### config.mk
export PLATFORM = sky130hd
export DESIGN_NAME = core_sfr
export DESIGN_NICKNAME = d
export VERILOG_FILES = /design/src/core_sfr_pkg.sv /design/src/alu_flags_if.sv /design/src/alu_flags.sv /design/src/pc_stack.sv /design/src/core_sfr.sv
export SDC_FILE = /design/constraint.sdc
export NUM_CORES = 1
export LEC_CHECK = 0
export BUFFER_PORTS_ARGS = -buffer_cell sky130_fd_sc_hd__buf_2
export CAP_MARGIN = 20
export CORE_MARGIN = 1
export CORE_UTILIZATION = 60
export CTS_BUF_LIST = sky130_fd_sc_hd__clkbuf_8
export CTS_CLUSTER_SIZE = 16
export DETAILED_ROUTE_END_ITERATION = 7
export PLACE_DENSITY = 0.91
export SYNTH_ARGS = -nofsm -noshare
export SYNTH_HDL_FRONTEND = slang
export SYNTH_SLANG_ARGS = --single-unit
export TNS_END_PERCENT = 10
### constraint.sdc
create_clock -name CLK_SYS -period 6.05 [get_ports CLK_SYS]
set_clock_uncertainty 0.2 [all_clocks]
set_input_delay 1.5125 -clock CLK_SYS [delete_from_list [all_inputs] [get_ports CLK_SYS]]
set_output_delay 1.5125 -clock CLK_SYS [all_outputs]
set_load 0.02 [all_outputs]
### src/core_sfr_pkg.sv
// Package of constants, field layouts and types for the core special-function block.
package core_sfr_pkg;
	localparam int PC_W = 13;
	localparam int DADDR_W = 9;
	localparam logic [12:0] PC_MASK = 13'h07ff;
	localparam logic [12:0] RESET_VEC = 13'h0000;
	localparam logic [12:0] IRQ_VEC = 13'h0004;
	localparam logic [6:0] ADDR_INDIRECT_DATA_PORT = 7'h00;
	localparam logic [6:0] ADDR_PCL = 7'h02;
	localparam logic [6:0] ADDR_STATUS = 7'h03;
	localparam logic [6:0] ADDR_FSR = 7'h04;
	localparam logic [6:0] ADDR_PIR = 7'h0c;
	localparam logic [6:0] ADDR_PROG_COUNTER_LATCH_HI = 7'h0a;
	localparam int ST_IRP = 7;
	localparam int ST_RP1 = 6;
	localparam int ST_RP0 = 5;
	localparam int ST_TO = 4;
	localparam int ST_PD = 3;
	localparam int ST_Z = 2;
	localparam int ST_DC = 1;
	localparam int ST_C = 0;
	localparam logic [7:0] STATUS_RST = 8'h18;
	localparam int PF_ADC = 6;
	localparam int PF_SSP = 3;
	localparam int PF_CCP = 2;
	localparam int PF_TMR2 = 1;
	localparam int PF_TIMER1_COUNT = 0;
	localparam logic [7:0] PIR_MASK = 8'h4f;
	localparam logic [7:0] PIR_RST = 8'h00;
	localparam int STACK_DEPTH = 8;
	typedef enum logic [1:0] {PC_NEXT, PC_JUMP, PC_RET} pc_op_t;
endpackage : core_sfr_pkg

### src/alu_flags_if.sv
// Interface carrying ALU operands and the resulting flags.
`timescale 1ns/100ps
interface alu_flags_if;
	logic [7:0] op_a;
	logic [7:0] op_b;
	logic sub;
	logic [7:0] result;
	logic z;
	logic dc;
	logic c;
	modport calc (input op_a, op_b, sub, output result, z, dc, c);
	modport user (output op_a, op_b, sub, input result, z, dc, c);
endinterface : alu_flags_if

### src/alu_flags.sv
// Adder that produces the result and the zero, digit-carry and carry flags.
`timescale 1ns/100ps
module alu_flags (
	alu_flags_if.calc af
);
	import core_sfr_pkg::*;
	logic [7:0] b_eff;
	logic [4:0] low_sum;
	logic [8:0] full_sum;
	// Subtract adds the two's complement, so carries read as no-borrow.
	always_comb begin
		b_eff = af.sub ? ~af.op_b : af.op_b;
		low_sum = {1'b0, af.op_a[3:0]} + {1'b0, b_eff[3:0]} + {4'h0, af.sub};
		full_sum = {1'b0, af.op_a} + {1'b0, b_eff} + {8'h00, af.sub};
	end
	assign af.result = full_sum[7:0];
	assign af.dc = low_sum[4];
	assign af.c = full_sum[8];
	assign af.z = (full_sum[7:0] == 8'h00);
endmodule : alu_flags

### src/pc_stack.sv
// Hardware return stack for the program counter.
`timescale 1ns/100ps
module pc_stack (
	input wire logic clk,
	input wire logic arst_n,
	input wire logic push,
	input wire logic pop,
	input wire logic [12:0] push_addr,
	output logic [12:0] top
);
	import core_sfr_pkg::*;
	typedef struct packed {
		logic [STACK_DEPTH-1:0][12:0] mem;
		logic [2:0] sp;
	} stk_t;
	stk_t st_ff;
	stk_t nxt_st;
	// Circular stack; overflow silently overwrites the oldest entry.
	always_comb begin
		nxt_st = st_ff;
		if (push) begin
			nxt_st.mem[st_ff.sp] = push_addr;
			nxt_st.sp = st_ff.sp + 3'h1;
		end else if (pop) begin
			nxt_st.sp = st_ff.sp - 3'h1;
		end
	end
	always_ff @(posedge clk or negedge arst_n) begin
		if (!arst_n) begin
			st_ff <= '0;
		end else begin
			st_ff <= nxt_st;
		end
	end
	assign top = st_ff.mem[st_ff.sp - 3'h1];
endmodule : pc_stack

### src/core_sfr.sv
// Core status, bank select, indirect pointer, program counter and peripheral flags.
`timescale 1ns/100ps
module core_sfr (
	input wire logic CLK_SYS,
	input wire logic ARST_N,
	input wire logic [6:0] DIR_ADDR,
	input wire logic USE_INDIRECT,
	input wire logic WR_EN,
	input wire logic [7:0] WR_DATA,
	input wire logic FLAGS_AFFECTED,
	input wire logic [7:0] ALU_A,
	input wire logic [7:0] ALU_B,
	input wire logic ALU_SUB,
	input wire logic [1:0] PC_OP,
	input wire logic [10:0] JUMP_TARGET,
	input wire logic IS_CALL,
	input wire logic IRQ_ACCEPT,
	input wire logic WDT_CLEAR_INSTR,
	input wire logic SLEEP_INSTR,
	input wire logic WDT_TIMEOUT,
	input wire logic ADC_DONE,
	input wire logic SERIAL_DONE,
	input wire logic CCP_CAPTURE_MODE,
	input wire logic TIMER1_CAPTURE,
	input wire logic TIMER1_COMPARE,
	input wire logic TIMER2_MATCH,
	input wire logic TIMER1_OVERFLOW,
	input wire logic [7:0] RAM_RD_DATA,
	output logic [8:0] DATA_ADDR,
	output logic DATA_RAM_WE,
	output logic [7:0] RD_DATA,
	output logic [7:0] ALU_RESULT,
	output logic [12:0] PROG_ADDR,
	output logic [7:0] STATUS_OUT,
	output logic [7:0] PERIPH_FLAGS_OUT
);
	import core_sfr_pkg::*;
	typedef struct packed {
		logic [7:0] status;
		logic [7:0] pointer;
		logic [7:0] latch_hi;
		logic [7:0] pflags;
		logic [12:0] pc;
	} core_t;
	core_t cs_ff;
	core_t nxt_cs;
	alu_flags_if af();
	logic [12:0] stack_top;
	logic stack_push;
	logic stack_pop;
	logic [8:0] eff_addr;
	logic [6:0] loc;
	logic is_sfr;
	logic [7:0] pflag_set;
	logic ccp_event;
	logic [12:0] pc_inc;
	assign af.op_a = ALU_A;
	assign af.op_b = ALU_B;
	assign af.sub = ALU_SUB;
	alu_flags u_alu (
		.af(af)
	);
	assign stack_push = (pc_op_t'(PC_OP) == PC_JUMP) && IS_CALL && !IRQ_ACCEPT;
	assign stack_pop = (pc_op_t'(PC_OP) == PC_RET) && !IRQ_ACCEPT;
	pc_stack u_stack (
		.clk(CLK_SYS),
		.arst_n(ARST_N),
		.push(stack_push || IRQ_ACCEPT),
		.pop(stack_pop),
		.push_addr(pc_inc),
		.top(stack_top)
	);
	// Address formation; indirect uses the pointer with its own bank bit.
	always_comb begin
		if (USE_INDIRECT) begin
			eff_addr = {cs_ff.status[ST_IRP], cs_ff.pointer};
		end else begin
			eff_addr = {cs_ff.status[ST_RP1], cs_ff.status[ST_RP0], DIR_ADDR};
		end
	end
	assign loc = eff_addr[6:0];
	// Core registers mirror into every bank except the peripheral flags.
	assign is_sfr = (loc == ADDR_INDIRECT_DATA_PORT) || (loc == ADDR_PCL) || (loc == ADDR_STATUS)
		|| (loc == ADDR_FSR) || (loc == ADDR_PROG_COUNTER_LATCH_HI)
		|| ((loc == ADDR_PIR) && (eff_addr[8:7] == 2'b00));
	// Read mux; unimplemented bits and banks come back as zero.
	always_comb begin
		RD_DATA = 8'h00;
		if (loc == ADDR_INDIRECT_DATA_PORT) begin
			RD_DATA = 8'h00;
		end else if (loc == ADDR_PCL) begin
			RD_DATA = cs_ff.pc[7:0];
		end else if (loc == ADDR_STATUS) begin
			RD_DATA = cs_ff.status;
		end else if (loc == ADDR_FSR) begin
			RD_DATA = cs_ff.pointer;
		end else if (loc == ADDR_PROG_COUNTER_LATCH_HI) begin
			RD_DATA = {3'h0, cs_ff.latch_hi[4:0]};
		end else if (is_sfr) begin
			RD_DATA = cs_ff.pflags & PIR_MASK;
		end else if (eff_addr[8] == 1'b0) begin
			RD_DATA = RAM_RD_DATA;
		end else begin
			RD_DATA = 8'h00;
		end
	end
	// Only the two implemented banks reach the RAM.
	assign DATA_RAM_WE = WR_EN && !is_sfr && (eff_addr[8] == 1'b0);
	assign ccp_event = CCP_CAPTURE_MODE ? TIMER1_CAPTURE : TIMER1_COMPARE;
	assign pflag_set = {1'b0, ADC_DONE, 2'b00, SERIAL_DONE, ccp_event, TIMER2_MATCH,
		TIMER1_OVERFLOW};
	assign pc_inc = (cs_ff.pc + 13'h0001) & PC_MASK;
	// Next state of all core registers.
	always_comb begin
		nxt_cs = cs_ff;
		if (WR_EN && loc == ADDR_STATUS) begin
			nxt_cs.status[7:5] = WR_DATA[7:5];
			if (!FLAGS_AFFECTED) begin
				nxt_cs.status[2:0] = WR_DATA[2:0];
			end
		end
		if (FLAGS_AFFECTED) begin
			nxt_cs.status[ST_Z] = af.z;
			nxt_cs.status[ST_DC] = af.dc;
			nxt_cs.status[ST_C] = af.c;
		end
		// Reset-status bits move on hardware events only.
		if (WDT_TIMEOUT) begin
			nxt_cs.status[ST_TO] = 1'b0;
		end else if (WDT_CLEAR_INSTR) begin
			nxt_cs.status[ST_TO] = 1'b1;
			nxt_cs.status[ST_PD] = 1'b1;
		end else if (SLEEP_INSTR) begin
			nxt_cs.status[ST_TO] = 1'b1;
			nxt_cs.status[ST_PD] = 1'b0;
		end
		if (WR_EN && loc == ADDR_FSR) begin
			nxt_cs.pointer = WR_DATA;
		end
		if (WR_EN && loc == ADDR_PROG_COUNTER_LATCH_HI) begin
			nxt_cs.latch_hi = {3'h0, WR_DATA[4:0]};
		end
		// Software clears flags; a same-cycle event wins over the clear.
		if (WR_EN && loc == ADDR_PIR && is_sfr) begin
			nxt_cs.pflags = WR_DATA & PIR_MASK;
		end
		nxt_cs.pflags = (nxt_cs.pflags | pflag_set) & PIR_MASK;
		// Program counter sequencing.
		if (IRQ_ACCEPT) begin
			nxt_cs.pc = IRQ_VEC;
		end else if (WR_EN && loc == ADDR_PCL) begin
			nxt_cs.pc = {cs_ff.latch_hi[4:0], WR_DATA} & PC_MASK;
		end else if (pc_op_t'(PC_OP) == PC_JUMP) begin
			nxt_cs.pc = {cs_ff.latch_hi[4:3], JUMP_TARGET} & PC_MASK;
		end else if (pc_op_t'(PC_OP) == PC_RET) begin
			nxt_cs.pc = stack_top;
		end else begin
			nxt_cs.pc = pc_inc;
		end
	end
	always_ff @(posedge CLK_SYS or negedge ARST_N) begin
		if (!ARST_N) begin
			cs_ff <= '{status: STATUS_RST, pointer: 8'h00, latch_hi: 8'h00,
				pflags: PIR_RST, pc: RESET_VEC};
		end else begin
			cs_ff <= nxt_cs;
		end
	end
	assign DATA_ADDR = eff_addr;
	assign ALU_RESULT = af.result;
	assign PROG_ADDR = cs_ff.pc;
	assign STATUS_OUT = cs_ff.status;
	assign PERIPH_FLAGS_OUT = cs_ff.pflags;
endmodule : core_sfr

== Word level (Yosys, flattened, before mapping) ==
Cells that the tools add are included.

* Register bits: 146
* Latch bits: 0
* RAM bits: 0
* Bits in read-only memories: 0
* Input bits: 70
* Logic and storage cells: 94
* Memories: 0

* Add/sub/neg operators: 7
* Multiply operators: 0
* Divide/modulo/power cells: 0
* Order comparisons: 3
* Equal/unequal tests: 7
* Shift operators: 0
* Muxes and demuxes: 27
* Bitwise logic cells: 4
* Reductions and logical operators: 29

{| class="wikitable"
|+ Operators with widths
! cell !! count
|-
| bitwise mux 104 bit || 1
|-
| two-way mux 13 bit || 6
|-
| two-way mux 8 bit || 8
|-
| binary-select mux 13 bit (select 3 bit) || 1
|-
| demux 13 bit (select 3 bit) || 1
|-
| equality test 7 x 2 -> 1 bit (second input constant) || 2
|-
| equality test 7 x 4 -> 1 bit (second input constant) || 2
|-
| logical AND 1 bit || 13
|-
| two-way mux 3 bit || 4
|-
| adder 11 x 1 -> 11 bit (second input constant) || 1
|-
| adder 8 x 8 -> 9 bit || 1
|-
| adder 9 x 1 -> 9 bit || 1
|-
| two-way mux 9 bit || 1
|-
| zero test 8 bit || 1
|-
| < comparator 3 x 4 -> 1 bit (second input constant) || 2
|-
| inverter 8 bit || 1
|-
| equality test 7 x 3 -> 1 bit (second input constant) || 1
|-
| zero test 7 bit || 1
|-
| two-way mux 7 bit || 1
|-
| bitwise OR 7 bit || 1
|-
| logical OR 1 bit || 6
|-
| nonzero test 2 bit || 3
|-
| adder 4 x 4 -> 5 bit || 1
|-
| adder 5 x 1 -> 5 bit || 1
|-
| other kinds (12) || 16
|}

== Depth between registers and ports, before layout ==
Gate-level depths: netlist of the first run.

* Depth after elaboration: 13
* Gate-level depth with buffers: 12

== Cells and area by module ==
Synthesis of the first run repeated with hierarchy kept, for this count alone.

* Cells, all modules: 801
* Area total of the unflattened synthesis: 8663.3 um^2

{| class="wikitable"
|+ Modules (own cells, without submodules)
! module !! times used !! cells each !! area each (um^2) !! sequential area each (um^2)
|-
| pc_stack || 1 || 380 || 5093.6 || 2677.6
|-
| core_sfr || 1 || 364 || 3078.0 || 978.4
|-
| alu_flags || 1 || 57 || 491.7 || 0.0
|}

== Least setup slack after synthesis of the first run ==
OpenSTA, ideal clock, no wires.

* Path type: in2out
* From: input port USE_INDIRECT
* To: output port RD_DATA[0]
* Arrival time: 3.844 ns
* Data required time: 4.337 ns
* Slack: 0.494 ns
* Cell stages on the path: 6
* Buffers on the path: 2
* Path through: clkbuf_1 buf_1 mux2_2 nor4_1 nand3_1 a31oi_1

* Elaborated cells on any way between the ends: 21
* Classes of those cells: eq/ne (5); mux (8); reduce/logical (8)

{| class="wikitable"
|+ RTL lines
! element !! line !! RTL
|-
| start: declaration || core_sfr.sv:7 || <nowiki>input wire logic USE_INDIRECT,</nowiki>
|-
| two-way mux 9 bit * || core_sfr.sv:75 || <nowiki>if (USE_INDIRECT) begin</nowiki>
|-
| named net DATA_ADDR[8] || core_sfr.sv:29 || <nowiki>output logic [8:0] DATA_ADDR,</nowiki>
|-
| zero test 2 bit || core_sfr.sv:85 || <nowiki>|| ((loc == ADDR_PIR) && (eff_addr[8:7] == 2'b00));</nowiki>
|-
| logical AND 1 bit || core_sfr.sv:85 ||
|-
| logical OR 1 bit || core_sfr.sv:85 ||
|-
| two-way mux 8 bit * || core_sfr.sv:99 || <nowiki>end else if (is_sfr) begin</nowiki>
|-
| two-way mux 8 bit * || core_sfr.sv:97 || <nowiki>end else if (loc == ADDR_PROG_COUNTER_LATCH_HI) begin</nowiki>
|-
| two-way mux 8 bit * || core_sfr.sv:95 || <nowiki>end else if (loc == ADDR_FSR) begin</nowiki>
|-
| two-way mux 8 bit * || core_sfr.sv:93 || <nowiki>end else if (loc == ADDR_STATUS) begin</nowiki>
|-
| two-way mux 8 bit * || core_sfr.sv:91 || <nowiki>end else if (loc == ADDR_PCL) begin</nowiki>
|-
| two-way mux 8 bit * || core_sfr.sv:89 || <nowiki>if (loc == ADDR_INDIRECT_DATA_PORT) begin</nowiki>
|-
| end: declaration || core_sfr.sv:31 || <nowiki>output logic [7:0] RD_DATA,</nowiki>
|}

The timed path passes the listed nets; every way through them passes the cells marked *.

== Final worst setup path of the first run ==
* From: input port USE_INDIRECT
* To: output port RD_DATA[2]

* Cells in the longest elaborated chain, start to end: 13
* Elaborated cells on any way between the ends: 21
* Classes of those cells: eq/ne (5); mux (8); reduce/logical (8)

{| class="wikitable"
|+ RTL lines
! element !! line !! RTL
|-
| two-way mux 9 bit * || core_sfr.sv:75 ||
|-
| equality test 7 x 2 -> 1 bit or zero test 7 bit (tied branches) || core_sfr.sv:83, core_sfr.sv:91, core_sfr.sv:89 ||
|-
| logical OR 1 bit (2 in series) || core_sfr.sv:83 || <nowiki>assign is_sfr = (loc == ADDR_INDIRECT_DATA_PORT) || (loc == ADDR_PCL) || (loc == ADDR_STATUS)</nowiki>
|-
| logical OR 1 bit (2 in series) || core_sfr.sv:84 || <nowiki>|| (loc == ADDR_FSR) || (loc == ADDR_PROG_COUNTER_LATCH_HI)</nowiki>
|-
| logical OR 1 bit || core_sfr.sv:85 ||
|-
| two-way mux 8 bit || core_sfr.sv:99 ||
|-
| two-way mux 8 bit || core_sfr.sv:97 ||
|-
| two-way mux 8 bit || core_sfr.sv:95 ||
|-
| two-way mux 8 bit || core_sfr.sv:93 ||
|-
| two-way mux 8 bit || core_sfr.sv:91 ||
|-
| two-way mux 8 bit * || core_sfr.sv:89 ||
|}

Every way passes the cells marked *; elsewhere a longest branch is shown, timed or not.

==> results_dict.tcl, run 1 <==
set metrics [dict create \
    status "finished with violations" \
    violations "DRC" \
    numPlacedInstances 932 \
    synth_area_per_cell_um2 10.0 \
    p_leak_nw 3.69 \
    hold_buffers 0 \
    drc 18 \
    die_h_um 112 \
    start_util 0.624 \
    final_cells 962 \
    via_per_inst 6.53 \
    wirelength_mm 19.1 \
    hpwl_mm 13.5 \
    synth_ff_type "dfrtp_1" \
    layout_common_cells "dfrtp_1, buf_2, nand2_1" \
    synth-seq-cells 128 \
    globalplace.congestion 0.944 \
    synthArstFlopShare 1.00 \
    tns_ns 0 \
    grt_remaining_overflow 0 \
    cts_setup_buffers 0 \
    insertion_delay_ns 0.44 \
    rsz0062_at_grt "false" \
    grt.total_usage 0.318 \
    hp-class "reg2reg" \
    p_sw_mw 1.53 \
    clkSinkCount 128 \
    maxCapViolCount 0 \
    clkSlewWorstSetupHoldPaths_ns 0.07 \
    portBuffers 119 \
    drtPass1Iterations 8 \
    vias 6278 \
    finalCritPeriodShare 0.953 \
    worstPathMaxFanout 25 \
    cts_tree "built" \
    final_common_cell "dfrtp_1" \
    power.density_nw_per_um2 474 \
    htreeDepth 4 \
    synth-edff-count 0 \
    crit_path_start "USE_INDIRECT" \
    dieArea_um2 12500 \
    syn_to_final_growth_pct 12.0 \
    grt_max_degree 50 \
    criticalPathCategory "in2out" \
    grt_pass1_vias 6066 \
    swShare 0.398 \
    slew_viol_final 0 \
    antenna_found_initial 0 \
    final_layout_size_suffix_gt1_frac 0.283 \
    power_frac_seq 0.377 \
    pin_count 125 \
    grt_pass1_wl_mm 30.5 \
    crit_required_ns 4.34 \
    worstReg2RegStart "u_stack.st_ff[0]" \
    core_area_um2 11600 \
    hold_violations 0 \
    slew_headroom 0.283 \
    ant_nets 0 \
    final_nets 890 \
    fp.dieW_um 112 \
    crit_path_max_incr_delay_ns 0.75 \
    p_int_mw 2.32 \
    yosysUniqueCellTypes 66 \
    cts_buffers 17 \
    finalSetupViolCount 0 \
    n_fill_cell 813 \
    rows 39 \
    pwr-share-comb 0.450 \
    min-delay-start "u_stack.st_ff[8]" \
    cts_buffer_depth 2 \
    maxClockFrequency_ghz 0.174 \
    first_iter_violations 754 \
    multiInputGateArea_um2 3640 \
    route.detailed.wl_per_inst_um 19.9 \
    slowest_stage "a222oi_1" \
    irDropWorstVdd_mv 0.327 \
    cp.arrival_ns 4.05 \
    cp-end-kind "output pin" \
    crit_chain "buf_2, or3b_2, a222oi_1, nand2_1, o221ai_1, a31oi_1, buf_2" \
    clkPwrFrac 0.173 \
    regArea_um2 3210 \
    layout_min_cycle_time_ns 5.76 \
    cts-root-buf "clkbuf_8" \
    cp-start-kind "input port" \
    synth_area_um2 7250 \
    cpMostUsedCell "buf_2" \
    yosysWarnings 0 \
    fin_hold_ws_ns 0.286 \
    synthCells 724 \
    ys_seq_area_frac 0.442 \
    diodes 0 \
    tightest_slew_ns 1.07 \
]
sequential cells by signal, summed over array words and instances (netlist names):
register and count:
PERIPH_FLAGS_OUT 5, u_stack.st_ff 91, PROG_ADDR 11, STATUS_OUT 8
cs_ff 13
final cells by class:
cell class | count | area share
Clock inverter | 12 | 0.0134
Tap cell | 143 | 0.0220
Timing Repair Buffer | 132 | 0.0861
Inverter | 15 | 0.00693
Sequential cell | 128 | 0.395
Clock buffer | 17 | 0.0288
Multi-Input combinational cell | 515 | 0.448
metal layers:
layer  wire (um)  part of all wire  GRT usage  vias up
met5           0                 0          0        -
met4         690             0.036      0.163        0
met3        1760             0.092     0.0768       70
met2        9240              0.48      0.514      403
met1        7430              0.39      0.401     3033
li1            -                 -          -     2772
per-stage QoR:
step	worst slack (ns)	instance area, um^2	utilization	total power, mW
after floorplan	0.494	7260	-	2.67
after global placement	0.348	7760	0.668	3.06
after detailed placement	0.277	7760	0.668	3.14
after CTS	0.280	8110	0.698	3.81
after global routing	0.142	8120	0.699	4.06
final	0.286	8120	0.699	3.85
power by group through the flow:
stage | logic (mW) | clock network (mW) | registers (mW)
2_1_floorplan | 1.32 | 0 | 1.35
3_3_place_gp | 1.63 | 0 | 1.43
3_5_place_dp | 1.69 | 0 | 1.45
4_1_cts | 1.70 | 0.671 | 1.44
5_1_grt | 1.87 | 0.707 | 1.48
6_report | 1.73 | 0.668 | 1.45
cell usage after synthesis, types with 2 or more instances:
master	instances	share of area
a32oi_1	2	0.0024
nor2_1	62	0.032
or3_1	6	0.0052
o21ai_0	69	0.048
a21boi_0	3	0.0031
a211oi_1	9	0.0093
nand3_1	16	0.011
and2_1	4	0.0035
o211ai_1	2	0.0021
nand2b_1	12	0.010
a21oi_1	48	0.033
mux4_2	22	0.068
a2111oi_0	2	0.0024
nand2_1	77	0.040
or3b_1	2	0.0024
o32ai_1	3	0.0036
a21o_1	3	0.0031
inv_1	15	0.0078
a22oi_1	3	0.0031
nor2b_1	3	0.0026
xnor2_1	4	0.0048
o221ai_1	5	0.0060
nor3_1	8	0.0055
a222oi_1	6	0.0083
a311oi_1	3	0.0036
mux2_2	36	0.056
nand3b_1	5	0.0052
nor4_1	2	0.0017
or3b_2	3	0.0036
buf_2	4	0.0028
and3_1	3	0.0026
dfstp_2	2	0.0072
and4_1	2	0.0024
or2_2	2	0.0017
o311a_1	3	0.0041
clkbuf_1	33	0.017
nand4_1	6	0.0052
dfrtp_1	126	0.43
ha_1	10	0.017
buf_4	29	0.030
buf_1	3	0.0016
xor2_1	18	0.022
a31oi_1	6	0.0052
a211o_1	3	0.0036
mux2i_1	18	0.025
path summary, 6_finish.rpt:
| check | end | slack (ns) | cells past startpoint |
|---|---|---|---|
| setup / recovery | RD_DATA[2] | 0.29 | 7 |
| setup reg to reg | PROG_ADDR[8] | 2.43 | 8 |
| min in group asynchronous | u_stack.st_ff[37] | 0.89 | 1 |
| hold / removal | u_stack.st_ff[8] | 0.29 | 2 |
| hold reg to reg | u_stack.st_ff[8] | 0.29 | 2 |
| max in group asynchronous | u_stack.st_ff[68] | 3.75 | 2 |
cell families after synthesis:
logic type / share of synthesized area
buffers and inverters: 0.0608
other: 0.000517
flip-flops: 0.442
AO/OA/AOI/OAI: 0.159
adder cells (fa/ha/maj): 0.0200
AND/OR/NAND/NOR: 0.141
multiplexers: 0.149
XOR/XNOR: 0.0266
worst max-delay path: cells and delay by family:
kind | cells | cell delay (ns)
AO/OA/AOI/OAI | 3 | 1.14
buffers and inverters | 2 | 0.42
AND/OR/NAND/NOR | 2 | 0.98
repair_timing:
item / CTS / global route
hold endpoints to repair: 0 / 0
endpoints found under the setup margin: 0 / 2
gates resized for setup: 0 / 1
(Power assumes the default switching activity.)
==> run 2, diff against run 1 <==
Settings changed: RECOVER_POWER set to 25.
==> run 2 against run 1 <==
The flow finishes with violations (DRC, capacitance limit, slew limit). Critical path type unchanged. Cell area shrank 0.11%. Sequential power is essentially flat. Non-clock buffer count unchanged. Via count shrank 0.22%. Highest routed layer unchanged. Clock-buffer cell count stayed put. First-iteration DRC count rose by 0.93%. Fmax about the same. Largest power group unchanged. Total power decreased by 0.20%. Routed wire length decreased by 0.18%. Cell count did not move. Largest cell class unchanged. Global-route usage unchanged.
==> results_dict.tcl, run 2 (synthesis results as in run 1) <==
set metrics [dict create \
    status "finished with violations" \
    violations "DRC, capacitance limit, slew limit" \
    layout_common_cells "dfrtp_1, buf_2, nand2_1" \
    hold_violations 0 \
    grt_pass1_vias 6066 \
    drc 18 \
    tns_ns 0 \
    min_path_cells 2 \
    final_layout_size_suffix_gt1_frac 0.280 \
    cp.arrival_ns 4.05 \
    criticalPathCategory "in2out" \
    finalSetupViolCount 0 \
    die_h_um 112 \
    cts_buffers 17 \
    top_register "u_stack.st_ff" \
    fp.dieW_um 112 \
    crit_buf_inv 2 \
    route.detailed.wl_per_inst_um 19.8 \
    ant_nets 0 \
    clkSinkCount 128 \
    min-delay-start "u_stack.st_ff[8]" \
    numPlacedInstances 932 \
    via_per_inst 6.51 \
    dieArea_um2 12500 \
    tightest_slew_ns 2.54 \
    portBuffers 119 \
    setup_slack_ns 0.283 \
    layout_min_cycle_time_ns 5.77 \
    cts_buffer_depth 2 \
    post_cts_resize_count 0 \
    final_nets 890 \
    r2r_end "PROG_ADDR[8]" \
    cts_setup_buffers 0 \
    hpwl_mm 13.5 \
    grt_pass1_wl_mm 30.5 \
    fin_total_pwr_mw 3.84 \
    r2r_setup_slack_ns 2.46 \
    maxClockFrequency_ghz 0.173 \
    wirelength_mm 19.1 \
    hold_buffers 0 \
    maxCapViolCount 2 \
    slew_viol_final 87 \
    hp-class "reg2reg" \
    grt_remaining_overflow 0 \
    first_iter_violations 761 \
    crit_required_ns 4.34 \
    cp-start-kind "input port" \
    grt.total_usage 0.318 \
    multiInputGateArea_um2 3640 \
    htreeDepth 4 \
    p_leak_nw 3.68 \
    core_area_um2 11600 \
    fin_area_um2 8110 \
    slew_headroom -0.691 \
    cts_tree "built" \
    worstPathMaxFanout 25 \
    drtPass1Iterations 8 \
    cp-end-kind "output pin" \
    pin_count 125 \
    finalCritPeriodShare 0.953 \
    pre_cts_ws_ns 0.277 \
    cpMostUsedCell "buf_2" \
    regArea_um2 3210 \
    vias 6264 \
    grt_max_degree 50 \
    slowest_stage "a222oi_1" \
    worstReg2RegStart "u_stack.st_ff[0]" \
    crit_chain "buf_2, or3b_2, a222oi_1, nand2_1, o2111ai_1, o22ai_1, buf_2" \
    diodes 0 \
    cp_top_family "compound AO/OA/AOI/OAI gates" \
    cts-root-buf "clkbuf_8" \
    clkSlewWorstSetupHoldPaths_ns 0.07 \
    postPlaceCellArea_um2 7760 \
    largest_reg_flops 91 \
    start_util 0.624 \
    syn_to_final_growth_pct 11.9 \
    final_cells 962 \
    irDropWorstVdd_mv 0.328 \
    crit_path_max_incr_delay_ns 0.75 \
    rows 39 \
    antenna_found_initial 0 \
    power.density_nw_per_um2 474 \
    rr_worst_depth 8 \
    rsz0062_at_grt "false" \
    globalplace.congestion 0.944 \
    holdPathEnd "u_stack.st_ff[8]" \
    insertion_delay_ns 0.44 \
    final_common_cell "dfrtp_1" \
    n_fill_cell 818 \
]
## run 2: cell count changes in the layout (fill, tap and decap cells not counted)
cell | before | now
clkbuf_1 | 0 | 3
buf_2 | 118 | 117
buf_4 | 13 | 11
## run 2: power by group
group	total, mW	internal (mW)	switching, mW
clock	0.668	0.348	0.320
sequential	1.45	1.19	0.258
combinational	1.72	0.777	0.947
total	3.84	2.32	1.53
## run 2: worst max-delay path by stage
stage / from / endpoint / slack (ns) / cells after the start
floorplan: USE_INDIRECT / RD_DATA[0] / 0.49 / 6
global placement: USE_INDIRECT / RD_DATA[2] / 0.35 / 7
detailed placement: USE_INDIRECT / RD_DATA[2] / 0.28 / 7
CTS: USE_INDIRECT / RD_DATA[2] / 0.28 / 7
global route: USE_INDIRECT / RD_DATA[2] / 0.14 / 7
finish: USE_INDIRECT / RD_DATA[6] / 0.28 / 7
## run 2: area by class of cell
class                      count  share of cell area
tap                          143              0.0221
inverter                      15             0.00694
multi-input combinational    515               0.448
clock inverter                12              0.0134
clock buffer                  17              0.0288
timing repair buffer         132              0.0851
sequential                   128               0.395
## run 2: worst min-delay path, cell delays in order (launching register included)
cell     delay, ns
dfrtp_1       0.34
nand2_1       0.04
o21ai_0       0.06
## run 2: through the flow
| stage | hold WS, ns | util |
|---|---|---|
| floorplan | 0.245 | - |
| global placement | 0.257 | 0.668 |
| finish | 0.284 | 0.699 |
| global route | 0.301 | 0.699 |
| detailed placement | 0.270 | 0.668 |
| CTS | 0.285 | 0.698 |
## run 2: layer usage
metal  track usage  routed length (um)  vias up
met1         0.401                7370     3022
li1              -                   -     2769
met5             0                   0        -
met4         0.163                 741        0
met2         0.514                9220      395
met3        0.0768                1750       78
